$ cat config.mk
export PLATFORM = sky130hd
export DESIGN_NAME = pd_vendor_swap_control
export DESIGN_NICKNAME = d
export VERILOG_FILES = /design/src/hdl/pd_swap_pkg.sv /design/src/hdl/gate_delay_timer.sv /design/src/hdl/pd_vendor_swap_control.sv
export VERILOG_INCLUDE_DIRS = /design/src /design/src/hdl
export SDC_FILE = /design/constraint.sdc
export NUM_CORES = 1
export LEC_CHECK = 0
export CAP_MARGIN = 5
export CORE_MARGIN = 1.5
export CORE_UTILIZATION = 40
export CTS_CLUSTER_SIZE = 25
export DETAILED_ROUTE_END_ITERATION = 6
export DONT_BUFFER_PORTS = 1
export PLACE_DENSITY = 0.58
export SYNTH_ARGS = -nofsm -noshare
export SYNTH_HDL_FRONTEND = slang
export SYNTH_SLANG_ARGS = --single-unit
$ cat constraint.sdc
create_clock -name core_clk -period 2.65 [get_ports core_clk]
set_input_delay 0.265 -clock core_clk [delete_from_list [all_inputs] [get_ports core_clk]]
set_output_delay 0.265 -clock core_clk [all_outputs]
set_load 0.1 [all_outputs]
$ cat src/hdl/pd_swap_cfg.svh
`ifndef PD_SWAP_CFG_SVH
`define PD_SWAP_CFG_SVH

// Register offsets
`define ADDR_TOGGLE 8'hA7
`define ADDR_SINK_TX 8'hB0
`define ADDR_SRC_FRS 8'hB1
`define ADDR_SNK_FRS 8'hB2
`define ADDR_ALERT 8'hB3
`define ADDR_ALERT_MASK 8'hB4

// Reset values
`define RST_TOGGLE 8'h00
`define RST_SINK_TX 8'h40
`define RST_SRC_FRS 8'h00
`define RST_SNK_FRS 8'h00
`define RST_ALERT 8'h00
`define RST_ALERT_MASK 8'h7F

// Writable bits; everything else reads as zero
`define WMASK_TOGGLE 8'h03
`define WMASK_SINK_TX 8'h77
`define WMASK_SRC_FRS 8'h0F
`define WMASK_SNK_FRS 8'h01
`define WMASK_ALERT 8'h7F

// Field positions
`define SINK_TX_DIS_BIT 6
`define RETRY_MSB 5
`define RETRY_LSB 4
`define FRAME_MSB 2
`define FRAME_LSB 0
`define GATE_DLY_MSB 3
`define GATE_DLY_LSB 2
`define MANUAL_GATE_BIT 1
`define FRS_INIT_BIT 0
`define FRS_ARM_BIT 0
`define ALERT_RX_BIT 0
`define ALERT_TX_BIT 1

// Timing
`define CORE_CLK_MHZ 125
`define GATE_DELAY1_US 150
`define GATE_DELAY2_US 300
`define GATE_DELAY3_US 600
`define SRC_DWELL_BASE_MS 15
`define SNK_DWELL_BASE_MS 35
`define DWELL_STEP_MS 5
`define DWELL_SPAN 2

`endif

$ cat src/hdl/pd_swap_pkg.sv
package pd_swap_pkg;

  typedef enum logic [2:0] {
    FRAME_SOP = 3'h0,
    FRAME_SOP_P = 3'h1,
    FRAME_SOP_PP = 3'h2,
    FRAME_SOP_DBG_P = 3'h3,
    FRAME_SOP_DBG_PP = 3'h4,
    FRAME_HARD_RESET = 3'h5,
    FRAME_CABLE_RESET = 3'h6,
    FRAME_TEST_CARRIER = 3'h7
  } frame_type_t;

  typedef enum logic [1:0] {
    RP_NONE = 2'h0,
    RP_DEFAULT = 2'h1,
    RP_1A5 = 2'h2,
    RP_3A0 = 2'h3
  } rp_level_t;

  typedef enum {TX_IDLE, TX_ARMED, TX_SEND, TX_WAIT} tx_state_t;

  typedef enum {FRS_IDLE, FRS_SIGNAL, FRS_DELAY} frs_state_t;

endpackage : pd_swap_pkg

$ cat src/hdl/gate_delay_timer.sv
module gate_delay_timer #(
  parameter int WIDTH = 17
) (
  // Clock and reset
  input wire logic core_clk,
  input wire logic sys_rst,
  // Control
  input wire logic load,
  input wire logic [WIDTH-1:0] load_value,
  // Status
  output logic expire
);

  logic [WIDTH-1:0] count;

  // A load while running restarts the count from the new value
  always_ff @(posedge core_clk or posedge sys_rst) begin
    if (sys_rst) begin
      count <= '0;
    end else if (load) begin
      count <= load_value;
    end else if (count != '0) begin
      count <= count - 1'b1;
    end
  end

  always_ff @(posedge core_clk or posedge sys_rst) begin
    if (sys_rst) begin
      expire <= 1'b0;
    end else begin
      expire <= !load && (count == {{(WIDTH-1){1'b0}}, 1'b1});
    end
  end

endmodule : gate_delay_timer

$ cat src/hdl/pd_vendor_swap_control.sv
`include "pd_swap_cfg.svh"

// Contract
// - Dwell select sets source and sink toggle ranges
// - Sink write transmits after Rp goes 1.5A-3.0A
// - Reset and carrier frames sent once, no retry
// - Bit 6 disables sink transmit; reset 0x40
// - Retry field gives zero to three retries
// - Frame field selects frame type to send
// - Automatic sink gate after selected delay
// - Manual mode: device never enables sink gate
// - Writing one starts swap, bit self-clears
// - Arm bit enables detection, clears on detect
// - Alert flags reset zero, write one clears
// - Alert bit0 on swap received, bit1 GPIO-sent
// - Masked alert flags drive interrupt output
module pd_vendor_swap_control #(
  parameter int unsigned GATE_DELAY1_CYC = `GATE_DELAY1_US * `CORE_CLK_MHZ,
  parameter int unsigned GATE_DELAY2_CYC = `GATE_DELAY2_US * `CORE_CLK_MHZ,
  parameter int unsigned GATE_DELAY3_CYC = `GATE_DELAY3_US * `CORE_CLK_MHZ
) (
  // Clock and reset
  input wire logic core_clk,
  input wire logic sys_rst,
  // Register port
  input wire logic [7:0] reg_addr,
  input wire logic [7:0] reg_wdata,
  input wire logic reg_wr,
  input wire logic reg_rd,
  output logic [7:0] reg_rdata,
  output logic reg_rvalid,
  // Port role and cable-side inputs (asynchronous)
  input wire logic port_is_sink,
  input wire logic [1:0] rp_level_in,
  input wire logic frs_signal_in,
  input wire logic frs_gpio_n_in,
  // Other vendor alert sources, one-cycle pulses
  input wire logic [4:0] other_alert_events,
  // Transmitter
  output logic tx_start,
  output logic tx_busy,
  output pd_swap_pkg::frame_type_t tx_frame_type,
  input wire logic tx_done,
  input wire logic tx_fail,
  // Fast role swap
  output logic frs_tx_req,
  input wire logic frs_tx_done,
  output logic sink_gate_en,
  // Dual-role toggle timing
  output logic [1:0] dual_role_dwell_select,
  output logic [6:0] source_dwell_min_ms,
  output logic [6:0] source_dwell_max_ms,
  output logic [6:0] sink_dwell_min_ms,
  output logic [6:0] sink_dwell_max_ms,
  // Interrupt
  output logic vendor_alert
);
  import pd_swap_pkg::*;

  logic [7:0] toggle_reg;
  logic [7:0] sink_tx_reg;
  logic [7:0] src_frs_reg;
  logic [7:0] snk_frs_reg;
  logic [7:0] alert_flags;
  logic [7:0] alert_mask;
  logic [3:0] sync1, sync2, sync3, pin_q, pin_prev;
  tx_state_t tx_state;
  frs_state_t frs_state;
  logic [1:0] retries_left;
  logic [16:0] gate_delay;
  logic gate_load, gate_expire;
  logic wr_sink_tx, wr_src_frs, wr_snk_frs, wr_alert;
  logic rp_step_up, gpio_fall, frs_detect, frs_go, frs_rx_evt, frs_gpio_evt;
  logic [7:0] alert_set, frs_cfg;
  logic [7:0] next_rdata;

  assign wr_sink_tx = reg_wr && reg_addr == `ADDR_SINK_TX;
  assign wr_src_frs = reg_wr && reg_addr == `ADDR_SRC_FRS;
  assign wr_snk_frs = reg_wr && reg_addr == `ADDR_SNK_FRS;
  assign wr_alert = reg_wr && reg_addr == `ADDR_ALERT;

  // Pin inputs: three flops, accept once stages two and three agree
  always_ff @(posedge core_clk or posedge sys_rst) begin
    if (sys_rst) begin
      sync1 <= 4'h8;
      sync2 <= 4'h8;
      sync3 <= 4'h8;
      pin_q <= 4'h8;
      pin_prev <= 4'h8;
    end else begin
      sync1 <= {frs_gpio_n_in, frs_signal_in, rp_level_in};
      sync2 <= sync1;
      sync3 <= sync2;
      if (sync2 == sync3) begin
        pin_q <= sync3;
      end
      pin_prev <= pin_q;
    end
  end

  assign rp_step_up = pin_prev[1:0] == RP_1A5 && pin_q[1:0] == RP_3A0;
  assign gpio_fall = pin_prev[3] && !pin_q[3];
  assign frs_detect = pin_q[2] && !pin_prev[2];

  // Toggle timing register and dwell ranges
  always_ff @(posedge core_clk or posedge sys_rst) begin
    if (sys_rst) begin
      toggle_reg <= `RST_TOGGLE;
    end else if (reg_wr && reg_addr == `ADDR_TOGGLE) begin
      toggle_reg <= reg_wdata & `WMASK_TOGGLE;
    end
  end

  assign dual_role_dwell_select = toggle_reg[1:0];

  always_ff @(posedge core_clk or posedge sys_rst) begin
    if (sys_rst) begin
      source_dwell_min_ms <= 7'(`SRC_DWELL_BASE_MS);
      source_dwell_max_ms <= 7'(`SRC_DWELL_BASE_MS * `DWELL_SPAN);
      sink_dwell_min_ms <= 7'(`SNK_DWELL_BASE_MS);
      sink_dwell_max_ms <= 7'(`SNK_DWELL_BASE_MS * `DWELL_SPAN);
    end else begin
      source_dwell_min_ms <= 7'(`SRC_DWELL_BASE_MS + `DWELL_STEP_MS * toggle_reg[1:0]);
      source_dwell_max_ms <= 7'((`SRC_DWELL_BASE_MS + `DWELL_STEP_MS * toggle_reg[1:0])
                               * `DWELL_SPAN);
      sink_dwell_min_ms <= 7'(`SNK_DWELL_BASE_MS - `DWELL_STEP_MS * toggle_reg[1:0]);
      sink_dwell_max_ms <= 7'((`SNK_DWELL_BASE_MS - `DWELL_STEP_MS * toggle_reg[1:0])
                             * `DWELL_SPAN);
    end
  end

  // Sink transmit register
  always_ff @(posedge core_clk or posedge sys_rst) begin
    if (sys_rst) begin
      sink_tx_reg <= `RST_SINK_TX;
    end else if (wr_sink_tx) begin
      sink_tx_reg <= reg_wdata & `WMASK_SINK_TX;
    end
  end

  // Sink transmit sequencer; a write as source is never armed
  always_ff @(posedge core_clk or posedge sys_rst) begin
    if (sys_rst) begin
      tx_state <= TX_IDLE;
      retries_left <= 2'h0;
      tx_frame_type <= FRAME_SOP;
    end else begin
      unique case (tx_state)
        TX_IDLE, TX_ARMED: begin
          if (wr_sink_tx) begin
            tx_state <= (port_is_sink && !reg_wdata[`SINK_TX_DIS_BIT]) ? TX_ARMED
                                                                       : TX_IDLE;
          end else if (tx_state == TX_ARMED && rp_step_up && port_is_sink) begin
            tx_state <= TX_SEND;
            tx_frame_type <= frame_type_t'(sink_tx_reg[`FRAME_MSB:`FRAME_LSB]);
            retries_left <= (sink_tx_reg[`FRAME_MSB:`FRAME_LSB] >= FRAME_HARD_RESET)
                            ? 2'h0 : sink_tx_reg[`RETRY_MSB:`RETRY_LSB];
          end
        end
        TX_SEND: tx_state <= TX_WAIT;
        TX_WAIT: begin
          if (tx_fail && retries_left != 2'h0) begin
            tx_state <= TX_SEND;
            retries_left <= retries_left - 2'h1;
          end else if (tx_fail || tx_done) begin
            tx_state <= TX_IDLE;
          end
        end
      endcase
    end
  end

  assign tx_start = tx_state == TX_SEND;
  assign tx_busy = tx_state == TX_SEND || tx_state == TX_WAIT;

  // Source fast swap: bit 0 is not stored, it reads as the signaling in flight
  always_ff @(posedge core_clk or posedge sys_rst) begin
    if (sys_rst) begin
      src_frs_reg <= `RST_SRC_FRS;
    end else if (wr_src_frs) begin
      src_frs_reg <= reg_wdata & `WMASK_SRC_FRS & ~8'h01;
    end
  end

  assign frs_gpio_evt = gpio_fall && frs_state == FRS_IDLE;
  assign frs_go = frs_state == FRS_IDLE
                  && ((wr_src_frs && reg_wdata[`FRS_INIT_BIT]) || gpio_fall);
  assign frs_cfg = wr_src_frs ? (reg_wdata & `WMASK_SRC_FRS) : src_frs_reg;

  always_comb begin
    unique case (src_frs_reg[`GATE_DLY_MSB:`GATE_DLY_LSB])
      2'h1: gate_delay = 17'(GATE_DELAY1_CYC);
      2'h2: gate_delay = 17'(GATE_DELAY2_CYC);
      2'h3: gate_delay = 17'(GATE_DELAY3_CYC);
      default: gate_delay = 17'h00001;
    endcase
  end

  assign gate_load = frs_state == FRS_SIGNAL && frs_tx_done
                     && !src_frs_reg[`MANUAL_GATE_BIT]
                     && src_frs_reg[`GATE_DLY_MSB:`GATE_DLY_LSB] != 2'h0;

  gate_delay_timer #(
    .WIDTH(17)
  ) gate_delay_timer_inst (
    .core_clk(core_clk),
    .sys_rst(sys_rst),
    .load(gate_load),
    .load_value(gate_delay),
    .expire(gate_expire)
  );

  always_ff @(posedge core_clk or posedge sys_rst) begin
    if (sys_rst) begin
      frs_state <= FRS_IDLE;
    end else begin
      unique case (frs_state)
        FRS_IDLE: if (frs_go) frs_state <= FRS_SIGNAL;
        FRS_SIGNAL: if (frs_tx_done) frs_state <= gate_load ? FRS_DELAY : FRS_IDLE;
        FRS_DELAY: if (gate_expire) frs_state <= FRS_IDLE;
      endcase
    end
  end

  assign frs_tx_req = frs_state == FRS_SIGNAL;

  // Host owns the gate in manual mode, so the device only ever turns it off
  always_ff @(posedge core_clk or posedge sys_rst) begin
    if (sys_rst) begin
      sink_gate_en <= 1'b0;
    end else if (frs_go) begin
      sink_gate_en <= !frs_cfg[`MANUAL_GATE_BIT]
                      && frs_cfg[`GATE_DLY_MSB:`GATE_DLY_LSB] == 2'h0;
    end else if (gate_expire && frs_state == FRS_DELAY && !src_frs_reg[`MANUAL_GATE_BIT]) begin
      sink_gate_en <= 1'b1;
    end
  end

  // Sink fast swap detection arm
  assign frs_rx_evt = snk_frs_reg[`FRS_ARM_BIT] && frs_detect;

  always_ff @(posedge core_clk or posedge sys_rst) begin
    if (sys_rst) begin
      snk_frs_reg <= `RST_SNK_FRS;
    end else if (frs_rx_evt) begin
      snk_frs_reg <= 8'h00;
    end else if (wr_snk_frs) begin
      snk_frs_reg <= reg_wdata & `WMASK_SNK_FRS;
    end
  end

  // Alert flags: a new event beats a same-cycle clear
  assign alert_set = {1'b0, other_alert_events, frs_gpio_evt, frs_rx_evt};

  always_ff @(posedge core_clk or posedge sys_rst) begin
    if (sys_rst) begin
      alert_flags <= `RST_ALERT;
    end else begin
      alert_flags <= ((alert_flags & ~(wr_alert ? reg_wdata : 8'h00)) | alert_set)
                     & `WMASK_ALERT;
    end
  end

  always_ff @(posedge core_clk or posedge sys_rst) begin
    if (sys_rst) begin
      alert_mask <= `RST_ALERT_MASK;
    end else if (reg_wr && reg_addr == `ADDR_ALERT_MASK) begin
      alert_mask <= reg_wdata & `WMASK_ALERT;
    end
  end

  assign vendor_alert = |(alert_flags & alert_mask);

  // Read path; unmapped addresses return zero
  always_comb begin
    unique case (reg_addr)
      `ADDR_TOGGLE: next_rdata = toggle_reg;
      `ADDR_SINK_TX: next_rdata = sink_tx_reg;
      `ADDR_SRC_FRS: next_rdata = src_frs_reg | {7'h00, frs_tx_req};
      `ADDR_SNK_FRS: next_rdata = snk_frs_reg;
      `ADDR_ALERT: next_rdata = alert_flags;
      `ADDR_ALERT_MASK: next_rdata = alert_mask;
      default: next_rdata = 8'h00;
    endcase
  end

  always_ff @(posedge core_clk or posedge sys_rst) begin
    if (sys_rst) begin
      reg_rdata <= 8'h00;
      reg_rvalid <= 1'b0;
    end else begin
      reg_rvalid <= reg_rd;
      if (reg_rd) begin
        reg_rdata <= next_rdata;
      end
    end
  end
endmodule : pd_vendor_swap_control

==> metrics.cfg, run 1 <==
[run_status]
status=complete, no violations

[worst_setup_path]
cp_data_required_time_ps=2890
worstRegToRegCells=6
critPathLaunchType=register
worstPathCellList=inv_1 -> ha_1 -> nor4b_4 -> nand3_1 -> o22ai_1 -> a31oi_1
critPathMaxStageDelay_ps=460
cp_data_arrival_time_ps=2200
endpoint_kind=register
regToRegSetupSlack_ps=690
crit_slowest_cell=dfrtp_1
cp_max_fo=6
path_class=register to register

[logic_synthesis]
synth_simple_gate_area_share_pct=14.5
synth_top_cell_area_share_pct=40.7
ys_seq_area_share_pct=51.8
synth_xor_area_share_pct=1.95
synth_edf_count=0
synth_top_family_by_area=simple AND/OR/NAND/NOR gates
synth_cells=390
synthTopCellsByArea=dfrtp_1 41%, dfstp_2 11%, mux2_2 5.8%, ha_1 3.9%, buf_4 3.2%
yosys_warnings=0
synth_cell_type_count=64
synthMuxAreaShare_pct=9.45
synth_compound_area_share_pct=11.6
ys_seq_elements=92
synth_ff_type=dfrtp_1
syn-cell-area_um2=4490
synth_area_leader_cell=dfrtp_1
synth_fa_ha_area_share_pct=3.90
postSynthAreaPerCell_um2=11.5
synthArstFlopShare_pct=100

[place]
dp_hpwl_um=6360
portBuffers=0
gp_congestion=0.785
placed_area_um2=4600

[die]
design.core.area_um2=10900
floorplan.initialDensity_pct=41.2
die_x_um=109
ios=80
core.rowCount=38
die_area_um2=11900
die_h_um=109

[cts]
post_cts_buffers=0
clk_pin_slew_worst_paths_ps=100
clk_latency_ps=370
cts.sinks=92
htree_levels=3
tritoncts=yes
numCtsBuffers=9
root_buffer=clkbuf_8
cts_hold_buf=12
cts_buffer_depth=2
cts_resized=0

[power_and_ir_drop]
peakVddDrop_v=0.000393
p_int_mw=2.74
power.density_nw_per_um2=870
seq_power_share_pct=49.6
pwr-share-clk_pct=27.3
combPwrFrac_pct=23.1
total_power_mw=4.33
p_leak_nw=2.11
switching_power_mw=1.60
p_sw_share_pct=36.8

[min_path]
holdPathStages=1
min_path_type=primary input to register

[timing]
fin_crit_ps=1960
slew_headroom_pct=35.5
max_freq_mhz=511
finalHoldViolCount=0
setup_viol=0
tightest_slew_ps=969
fin_crit_sh_pct=73.8
drv_slew=0
tns_ps=0
clock-skew-final_ps=13.0
rsz0062_at_grt=no

[finish]
ff_latch_area_um2=2330
drive_above_1_share_pct=22.2
num-nets-final=451
largest_register=gate_delay_timer_inst.count
fill_cells=1018
finish.instance_area_um2=4980
multi_input_area_um2=1890
area_growth_pct=11.0
num_antenna_cells=0
largest_reg_flops=17

[detailed_routing]
drt-pass1-iter-count=5
ant_nets=0
wl_per_cell_um=16.1
viasPerCell=5.32
via_count=2923
drtIter0Drc=199
drc_errors=0
wl_um=8810

[grt]
grt_max_degree=46
grtUsageTotal_pct=16.1
grt_antenna_before_repair=0
grt_pass1_vias=2888
grt-ovfl-total=0
grt_pass1_wl_um=14600

[job]
drv_cap=0

==> critical path, delay by kind of cell, from the launching register on <==
family / cells / cell delay (ps)
AO/OA/AOI/OAI: 2 / 430
adder cells (fa/ha/maj): 1 / 200
buffers and inverters: 1 / 80
flip-flops: 1 / 460
AND/OR/NAND/NOR: 2 / 660
==> layout make-up <==
class / instances / share of cell area, %
Timing Repair Buffer: 24 / 4.22
Tap cell: 140 / 3.52
Multi-Input combinational cell: 247 / 37.9
Clock buffer: 11 / 3.04
Sequential cell: 92 / 46.9
Clock inverter: 5 / 2.16
Inverter: 30 / 2.29
==> synth_stat cells (all sizes together), types with 6 or more instances <==
cell and n:
dfrtp 73, nor2 15, o2bb2ai 6, inv 30, o21ai 9, a22oi 6
mux2i 12, nand2 27, dfstp 19, a21o 7, a31oi 11, mux2 26
a21oi 9, nand3 7, buf 24, xor2 6, ha 14, o211ai 6
nor3 13, nand4 7
==> power by group through the flow <==
stage | Clock [mW] | Combinational, mW | Sequential, mW
final | 1.18 | 1.00 | 2.15
after global routing | 1.27 | 1.11 | 2.20
after CTS | 1.22 | 1.02 | 2.15
after detailed placement | 0 | 0.998 | 2.17
after global placement | 0 | 0.977 | 2.17
after floorplan | 0 | 0.893 | 2.09
==> final timing paths <==
kind | to | startpoint
max | gate_delay_timer_inst.count[13] | gate_delay_timer_inst.count[0]
min | sink_tx_reg[5] | reg_wdata[5]
max reg2reg | gate_delay_timer_inst.count[13] | gate_delay_timer_inst.count[0]
min reg2reg | sync2[1] | sync1[1]
max in group asynchronous | sink_dwell_min_ms[2] | sys_rst
min in group asynchronous | tx_state[1] | sys_rst
==> cells in the final DEF (no fill, tap or decap), types with 4 or more instances in the layout <==
cell and n:
nand3b_1 5, nand2_1 26, nor3_1 9, a31oi_1 11, nand4_1 6, nor2b_1 4
o22ai_1 4, mux2i_1 12, o2bb2ai_1 6, o211ai_1 6, dfrtp_1 69, a21oi_1 9
xor2_1 6, mux2_2 23, o31ai_1 5, dlygate4sd3_1 12, nand3_1 7, clkbuf_8 11
inv_1 29, ha_1 14, conb_1 7, a21o_1 7, dfrtp_2 4, nor2_1 15
o21ai_0 9, dfstp_2 18, xnor2_1 4, a22oi_1 6, buf_4 12
==> metrics by stage <==
| stage | worst slack (ps) | hold WS [ps] | utilization (%) | instances |
|---|---|---|---|---|
| after CTS | 684 | 18.3 | 45.8 | 549 |
| after global placement | 744 | 120 | 42.3 | 521 |
| after floorplan | 24.5 | 269 | - | 396 |
| after global routing | 504 | 12.7 | 45.8 | 549 |
| final | 695 | 36.7 | 45.8 | 549 |
| after detailed placement | 711 | 122 | 42.3 | 521 |
==> layer usage <==
| layer | part of all wire (%) | wire [um] | up-vias | track usage (%) |
|---|---|---|---|---|
| met5 | 0 | 0 | - | 0 |
| met4 | 1.6 | 139 | 0 | 6.39 |
| met3 | 6.3 | 553 | 13 | 4.84 |
| met2 | 45 | 3930 | 76 | 24.3 |
| met1 | 48 | 4190 | 1428 | 21.6 |
| li1 | - | - | 1406 | - |
==> kinds of logic (layout without fill, tap and decap cells) <==
| logic type | Yosys count | count (layout) |
|---|---|---|
| and+or+nand+nor | 103 | 103 |
| DFF | 92 | 92 |
| AOI/OAI and AO/OA | 75 | 75 |
| buffers and inverters | 57 | 70 |
| muxes | 38 | 38 |
| adders and majority gates | 14 | 14 |
| xor gates and xnor gates | 10 | 10 |
| other | 1 | 7 |
Note: power is estimated with default switching activity, not from simulation.
==> run 2: changes to the inputs <==
--- a/config.mk
+++ b/config.mk
@@ -6,6 +6,7 @@
 export SDC_FILE = /design/constraint.sdc
 export NUM_CORES = 1
 export LEC_CHECK = 0
+export ABC_AREA = 1
 export CAP_MARGIN = 5
 export CORE_MARGIN = 1.5
 export CORE_UTILIZATION = 40
==> constraint.sdc (replaced) <==
create_clock -name core_clk -period 1.6 [get_ports core_clk]
set_input_delay 0.16 -clock core_clk [delete_from_list [all_inputs] [get_ports core_clk]]
set_output_delay 0.16 -clock core_clk [all_outputs]
set_load 0.1 [all_outputs]
==> run 2 against run 1 <==
The run now ends with negative setup slack left. Total power rose by 89%. Critical path depth decreased by 1. Clock skew decreased by 4.5 ps. Utilization is 5.2 points higher. Die area rose by 4.0%. Hold slack worse by 26 ps. Synthesized cell count increased by 39%. Sequential share of layout area is 6.7 points lower. Sequential power increased by 46%. Register-to-register slack got worse by 610 ps. Via count up 24%. Critical path type is now register to output port. Critical endpoint is now vendor_alert.
==> metrics.cfg, run 2 <==
[finish]
layout_common_cells=133 x nand2_1, 67 x dfrtp_1, 66 x inv_1  ; was 69 x dfrtp_1, 29 x inv_1, 26 x nand2_1
largest_register=gate_delay_timer_inst.count  ; unchanged
num_antenna_cells=0  ; unchanged
drive_above_1_share_pct=25.2  ; was 22.2%
fill_cells=1083  ; was 1018
postLayoutCoreUtil_pct=50.9  ; was 45.8%
layout_commonest_cell=nand2_1  ; was dfrtp_1
num-nets-final=649  ; was 451
area_growth_pct=24.5  ; was 11.0%
largest_reg_flops=17  ; unchanged

[grt]
grt-ovfl-total=0  ; unchanged
grt_antenna_before_repair=0  ; unchanged
grt_pass1_vias=3483  ; was 2888
grtUsageTotal_pct=17.0  ; was 16.1%
grt_max_degree=64  ; was 46
grt_pass1_wl_um=16600  ; was 14600 um

[detailed_routing]
wl_um=10200  ; was 8810 um
drt-pass1-iter-count=4  ; was 5
via_count=3612  ; was 2923
drtIter0Drc=241  ; was 199
drc_errors=0  ; unchanged
ant_nets=0  ; unchanged
wl_per_cell_um=13.6  ; was 16.1 um
viasPerCell=4.82  ; was 5.32

[worst_setup_path]
cp_data_required_time_ps=1440  ; was 2890 ps
endpoint_kind=output port  ; was register
critPathMaxStageDelay_ps=390  ; was 460 ps
path_common_cell=nand2_1
path_class=register to output port  ; was register to register
crit_slowest_cell=dfrtp_1  ; unchanged
cp_max_fo=2  ; was 6
cp_data_arrival_time_ps=1450  ; was 2200 ps
critPathLaunchType=register  ; unchanged
worstPathCellList=nand2_1 -> nand2_1 -> a221oi_2 -> nand4_1 -> buf_8  ; was inv_1 -> ha_1 -> nor4b_4 -> nand3_1 -> o22ai_1 -> a31oi_1

[die]
design.core.area_um2=11400  ; was 10900 um2
core.rowCount=39  ; was 38
ios=80  ; unchanged
die_h_um=111  ; was 109 um
die_x_um=111  ; was 109 um
die_area_um2=12300  ; was 11900 um2
floorplan.initialDensity_pct=40.9  ; was 41.2%

[timing]
clock-skew-final_ps=8.50  ; was 13.0 ps
hold_slack_ps=10.8  ; was 36.7 ps
fin_crit_ps=1610
setup_viol=1  ; was 0
fin_crit_sh_pct=100
finalHoldViolCount=0  ; unchanged
fin_ws_ps=-5.16  ; was 695 ps
drv_slew=0  ; unchanged
max_freq_mhz=623
rsz0062_at_grt=yes  ; was no

[cts]
cts_buffer_depth=2  ; unchanged
htree_levels=3  ; unchanged
clk_latency_ps=340  ; was 370 ps
root_buffer=clkbuf_16  ; was clkbuf_8
cts.sinks=92  ; unchanged
clk_pin_slew_worst_paths_ps=70  ; was 100 ps
tritoncts=yes  ; unchanged
numCtsBuffers=9  ; unchanged

[logic_synthesis]
synth_top_cell_area_share_pct=39.1  ; was 40.7%
synth_cells=544  ; was 390
synth_most_common_cell=nand2_1  ; was dfrtp_1
synth_ff_type=dfrtp_1  ; unchanged
synth_area_leader_cell=dfrtp_1  ; unchanged
syn-cell-area_um2=4670  ; was 4490 um2
synth_common_cells=134 x nand2_1, 73 x dfrtp_1, 70 x inv_1  ; was 73 x dfrtp_1, 30 x inv_1, 26 x nand2_1
synth_edf_count=0  ; unchanged
yosys_warnings=0  ; unchanged
synthTopCellsByArea=dfrtp_1 39%, nand2_1 11%, dfstp_2 11%, inv_1 5.6%, nand3_1 4.5%  ; was dfrtp_1 41%, dfstp_2 11%, mux2_2 5.8%, ha_1 3.9%, buf_4 3.2%
postSynthAreaPerCell_um2=8.59  ; was 11.5 um2
synth_cell_type_count=38  ; was 64
ys_seq_elements=92  ; unchanged
ys_seq_area_share_pct=49.8  ; was 51.8%
synthArstFlopShare_pct=100  ; unchanged

[min_path]
min_path_type=primary input to register  ; unchanged

[power_and_ir_drop]
peakVddDrop_v=0.000796  ; was 0.000393 V
power.density_nw_per_um2=1410  ; was 870 nW/um2
p_leak_nw=2.84  ; was 2.11 nW

[run_status]
status=finished, violations left  ; was complete, no violations
violations=negative setup slack

[place]
dp_hpwl_um=7350  ; was 6360 um
gp_congestion=0.813  ; was 0.785
place_ws_ps=38.0  ; was 711 ps
portBuffers=0  ; unchanged

[job]
drv_cap=0  ; unchanged

==> run 2: cell types whose count changed in the layout (fill, tap and decap cells not counted), sizes merged, moves of 9 or more <==
cell	delta
nand2	+116
buf	+36
o21ai	+37
mux2i	-12
a21oi	+10
inv	+51
a31oi	-10
mux2	-26
nor3	-9
nand3	+39
nor2	+35
==> run 2: cells by family after synthesis <==
kind of cell	after synthesis	share of synthesized area [%]
buf+inv	105	10.5
simple gates	255	26.2
other cells	1	0.0803
compound gates	72	8.70
xor+xnor	5	0.937
flops	92	49.8
fa+ha+maj	14	3.75
==> run 2: layer usage <==
metal	wire (um)	global-route usage, %	part of all wire, %	up-vias
met3	329	4.16	3.2	6
li1	-	-	-	1816
met2	5170	29.2	51	60
met1	4590	21.6	45	1730
met5	0	0	0	-
met4	74	4.81	0.73	0
==> run 2: report_power, final <==
group	internal (mW)	leakage, nW	total (mW)	switching (mW)
combinational	0.874	1.61	2.88	2.00
sequential	2.79	1.08	3.14	0.351
clock	1.27	0.150	2.19	0.921
total	4.93	2.84	8.21	3.28
==> run 2: path summary, 6_finish.rpt <==
kind / from / end / slack [ps] / depth (start not counted)
setup reg to reg: src_frs_reg[3] / gate_delay_timer_inst.count[14] / 80 / 8
min in group asynchronous: sys_rst / sync3[2] / 170 / 2
max in group asynchronous: sys_rst / source_dwell_max_ms[3] / 860 / 3
hold reg to reg: sync1[2] / sync2[2] / 350 / 0
setup / recovery: alert_flags[6] / vendor_alert / -5 / 5
hold / removal: reg_wdata[2] / alert_mask[2] / 10 / 2
==> run 2: layout make-up <==
type                    instances  area, um2  area share (%)
flip-flops and latches         92       2340            40.2
multi-input cells             353       1970            33.9
repair buffers                 68        722            12.4
inverters                      78        297            5.10
clock buffers                  10        239            4.11
well taps                     143        179            3.08
clock inverters                 6       68.8            1.18
==> run 2: timing repair <==
action / CTS / global route
buffers inserted: 2 / 6
setup endpoints to repair: 1 / 17
hold buffers: 20 / 0
gates resized for setup: 2 / 9
pin swaps: 1 / 5
endpoints found under the hold margin: 101 / 0
==> run 2: critical path, delay by kind of cell, from the launching register on <==
kind	cells	cell delay (ps)
buffers and inverters	1	230
and+or+nand+nor	3	320
DFF	1	390
AOI/OAI and AO/OA	1	160
==> run 2: stage by stage <==
step	TNS, ps	power (mW)	cells	area, um2
2_1_floorplan	-212	5.40	550	4790
3_3_place_gp	0	5.86	706	5220
3_5_place_dp	0	5.95	706	5220
4_1_cts	-6.69	8.23	744	5750
5_1_grt	-129	8.68	750	5810
6_report	-5.16	8.21	750	5810
==> run 3: changes to the inputs <==
--- a/config.mk
+++ b/config.mk
@@ -13,7 +13,7 @@
 export CTS_CLUSTER_SIZE = 25
 export DETAILED_ROUTE_END_ITERATION = 6
 export DONT_BUFFER_PORTS = 1
-export PLACE_DENSITY = 0.58
+export PLACE_DENSITY = 0.56
 export SYNTH_ARGS = -nofsm -noshare
 export SYNTH_HDL_FRONTEND = slang
 export SYNTH_SLANG_ARGS = --single-unit
==> constraint.sdc (replaced) <==
create_clock -name core_clk -period 1.85 [get_ports core_clk]
set_input_delay 0.185 -clock core_clk [delete_from_list [all_inputs] [get_ports core_clk]]
set_output_delay 0.185 -clock core_clk [all_outputs]
set_load 0.1 [all_outputs]
==> run 3 against run 2 <==
The flow now finishes without violations. Clock-buffer cell count unchanged. Global-route usage shrank 0.064 points. Clock power decreased by 22%. Final cell count is 2.9% lower. Die area is the same. Combinational power fell by 21%. Sequential share of layout area grew 2.6 points. Critical path depth rose by 3. Largest power group unchanged. Design area down 6.2%. First-iteration DRC count fell by 24%. Largest cell class unchanged. Hold slack improved by 12 ps.
==> metrics.cfg, run 3 (synthesis gave the netlist of run 2 again) <==
[run_status]
status=complete, no violations  ; was finished, violations left

[detailed_routing]
wl_per_cell_um=13.4  ; was 13.6 um
drc_errors=0  ; unchanged
ant_nets=0  ; unchanged
via_count=3503  ; was 3612
viasPerCell=4.81  ; was 4.82
wl_um=9750  ; was 10200 um
drt-pass1-iter-count=4  ; unchanged
drtIter0Drc=184  ; was 241

[worst_setup_path]
critPathTopFamily=simple AND/OR/NAND/NOR gates  ; was flip-flops
critPathLaunchType=register  ; unchanged
crit_slowest_cell=dfrtp_1  ; unchanged
cp_max_fo=7  ; was 2
path_common_cell=nor2_1  ; was nand2_1
cp_data_arrival_time_ps=1970  ; was 1450 ps
path_class=register to register  ; was register to output port
cp_data_required_time_ps=2120  ; was 1440 ps
worstPathCellList=inv_1 -> ha_1 -> nor3_4 -> buf_4 -> nand2_1 -> o21ai_0 -> nor2_1 -> nor2_1  ; was nand2_1 -> nand2_1 -> a221oi_2 -> nand4_1 -> buf_8
endpoint_kind=register  ; was output port
cp_num_buf_inv=2  ; was 1
critPathMaxStageDelay_ps=400  ; was 390 ps

[cts]
clk_pin_slew_worst_paths_ps=70  ; about the same
tritoncts=yes  ; unchanged
cts.sinks=92  ; unchanged
clk_latency_ps=340  ; about the same
numCtsBuffers=9  ; unchanged
cts_buffer_depth=2  ; unchanged
root_buffer=clkbuf_16  ; unchanged
htree_levels=3  ; unchanged

[grt]
grt-ovfl-total=0  ; unchanged
grt_antenna_before_repair=0  ; unchanged
grtUsageTotal_pct=17.0  ; about the same
grt_max_degree=93  ; was 64
grt_pass1_vias=3404  ; was 3483
grt_pass1_wl_um=16700  ; was 16600 um

[timing]
finalHoldViolCount=0  ; unchanged
setup_viol=0  ; was 1
clock-skew-final_ps=4.96  ; was 8.50 ps
tns_ps=0  ; was -5.16 ps
max_freq_mhz=588
fin_crit_ps=1700
drv_slew=0  ; unchanged
slew_headroom_pct=63.7
tightest_slew_ps=548
rsz0062_at_grt=no  ; was yes
fin_crit_sh_pct=91.9
fin_ws_ps=151  ; was -5.16 ps

[die]
design.core.area_um2=11400  ; unchanged
core.rowCount=39  ; unchanged
floorplan.initialDensity_pct=40.9  ; unchanged
die_x_um=111  ; unchanged
die_area_um2=12300  ; unchanged
ios=80  ; unchanged
die_h_um=111  ; unchanged

[finish]
num_antenna_cells=0  ; unchanged
layout_commonest_cell=nand2_1  ; unchanged
stdcell_count=728  ; was 750
fill_cells=1115  ; was 1083
area_growth_pct=16.7  ; was 24.5%
largest_register=gate_delay_timer_inst.count  ; unchanged
num-nets-final=627  ; was 649
largest_reg_flops=17  ; unchanged
layout_common_cells=134 x nand2_1, 69 x inv_1, 69 x dfrtp_1  ; was 133 x nand2_1, 67 x dfrtp_1, 66 x inv_1
drive_above_1_share_pct=20.0  ; was 25.2%

[place]
dp_hpwl_um=7220  ; was 7350 um
placed_cells=698  ; was 706
gp_congestion=0.829  ; was 0.813
place_ws_ps=115  ; was 38.0 ps
portBuffers=0  ; unchanged

[power_and_ir_drop]
peakVddDrop_v=0.000779  ; was 0.000796 V
p_leak_nw=2.67  ; was 2.84 nW
power.density_nw_per_um2=1220  ; was 1410 nW/um2

[job]
drv_cap=0  ; unchanged

[min_path]
min_path_type=primary input to register  ; unchanged

## run 3: cell types whose count changed in the layout (fill, tap and decap cells not counted), moves of 3 or more
cell | previous run | this run
a21oi_1 | 10 | 19
a21oi_2 | 9 | 0
buf_12 | 12 | 7
buf_4 | 34 | 25
dlygate4sd3_1 | 20 | 14
inv_1 | 66 | 69
inv_2 | 11 | 8
## run 3: path summary, 6_finish.rpt
kind	end	slack (ps)	depth (start not counted)	start
setup / recovery	gate_delay_timer_inst.count[1]	150	8	src_frs_reg[2]
hold / removal	alert_mask[4]	20	2	reg_wdata[4]
setup reg to reg	gate_delay_timer_inst.count[1]	150	8	src_frs_reg[2]
hold reg to reg	sync2[1]	350	0	sync1[1]
max in group asynchronous	sink_tx_reg[6]	990	3	sys_rst
min in group asynchronous	sink_dwell_min_ms[4]	450	3	sys_rst
## run 3: power breakdown
group / total (mW) / leakage (nW) / switching (mW) / internal [mW]
Combinational: 2.27 / 1.47 / 1.65 / 0.624
Sequential: 2.71 / 1.08 / 0.295 / 2.41
Clock: 1.70 / 0.129 / 0.778 / 0.920
Total: 6.68 / 2.67 / 2.72 / 3.96
## run 3: routing by layer
layer	vias up	track usage, %	wire length, um	share of wire [%]
met5	-	0	0	0
met4	0	5.57	142	1.5
met3	13	4.43	577	5.9
met2	93	25.6	4280	44
met1	1614	23.9	4750	49
li1	1783	-	-	-
## run 3: per-stage QoR
stage,util (%),total power [mW],hold WS [ps],cell area (um2)
6_report,47.8,6.68,22.3,5450
5_1_grt,47.8,7.10,36.0,5450
4_1_cts,47.7,6.76,8.05,5450
3_5_place_dp,44.1,4.99,190,5030
3_3_place_gp,44.1,4.93,190,5030
2_1_floorplan,-,4.60,189,4710
## run 3: what timing repair did
| item | 4_1_cts | 5_1_grt |
|---|---|---|
| buffers inserted | 0 | 0 |
| setup endpoints to repair | 0 | 1 |
| resized for setup | 0 | 1 |
| endpoints found under the hold margin | 95 | 0 |
| hold buffers | 14 | 0 |
## run 3: final cells by class
cell class	count	area (um2)	share of cell area, %
clock buffer	10	229	4.20
clock inverter	6	46.3	0.849
inverter	78	297	5.44
multi-input combinational	353	1900	34.8
sequential	92	2330	42.8
tap	143	179	3.28
timing repair buffer	46	468	8.58
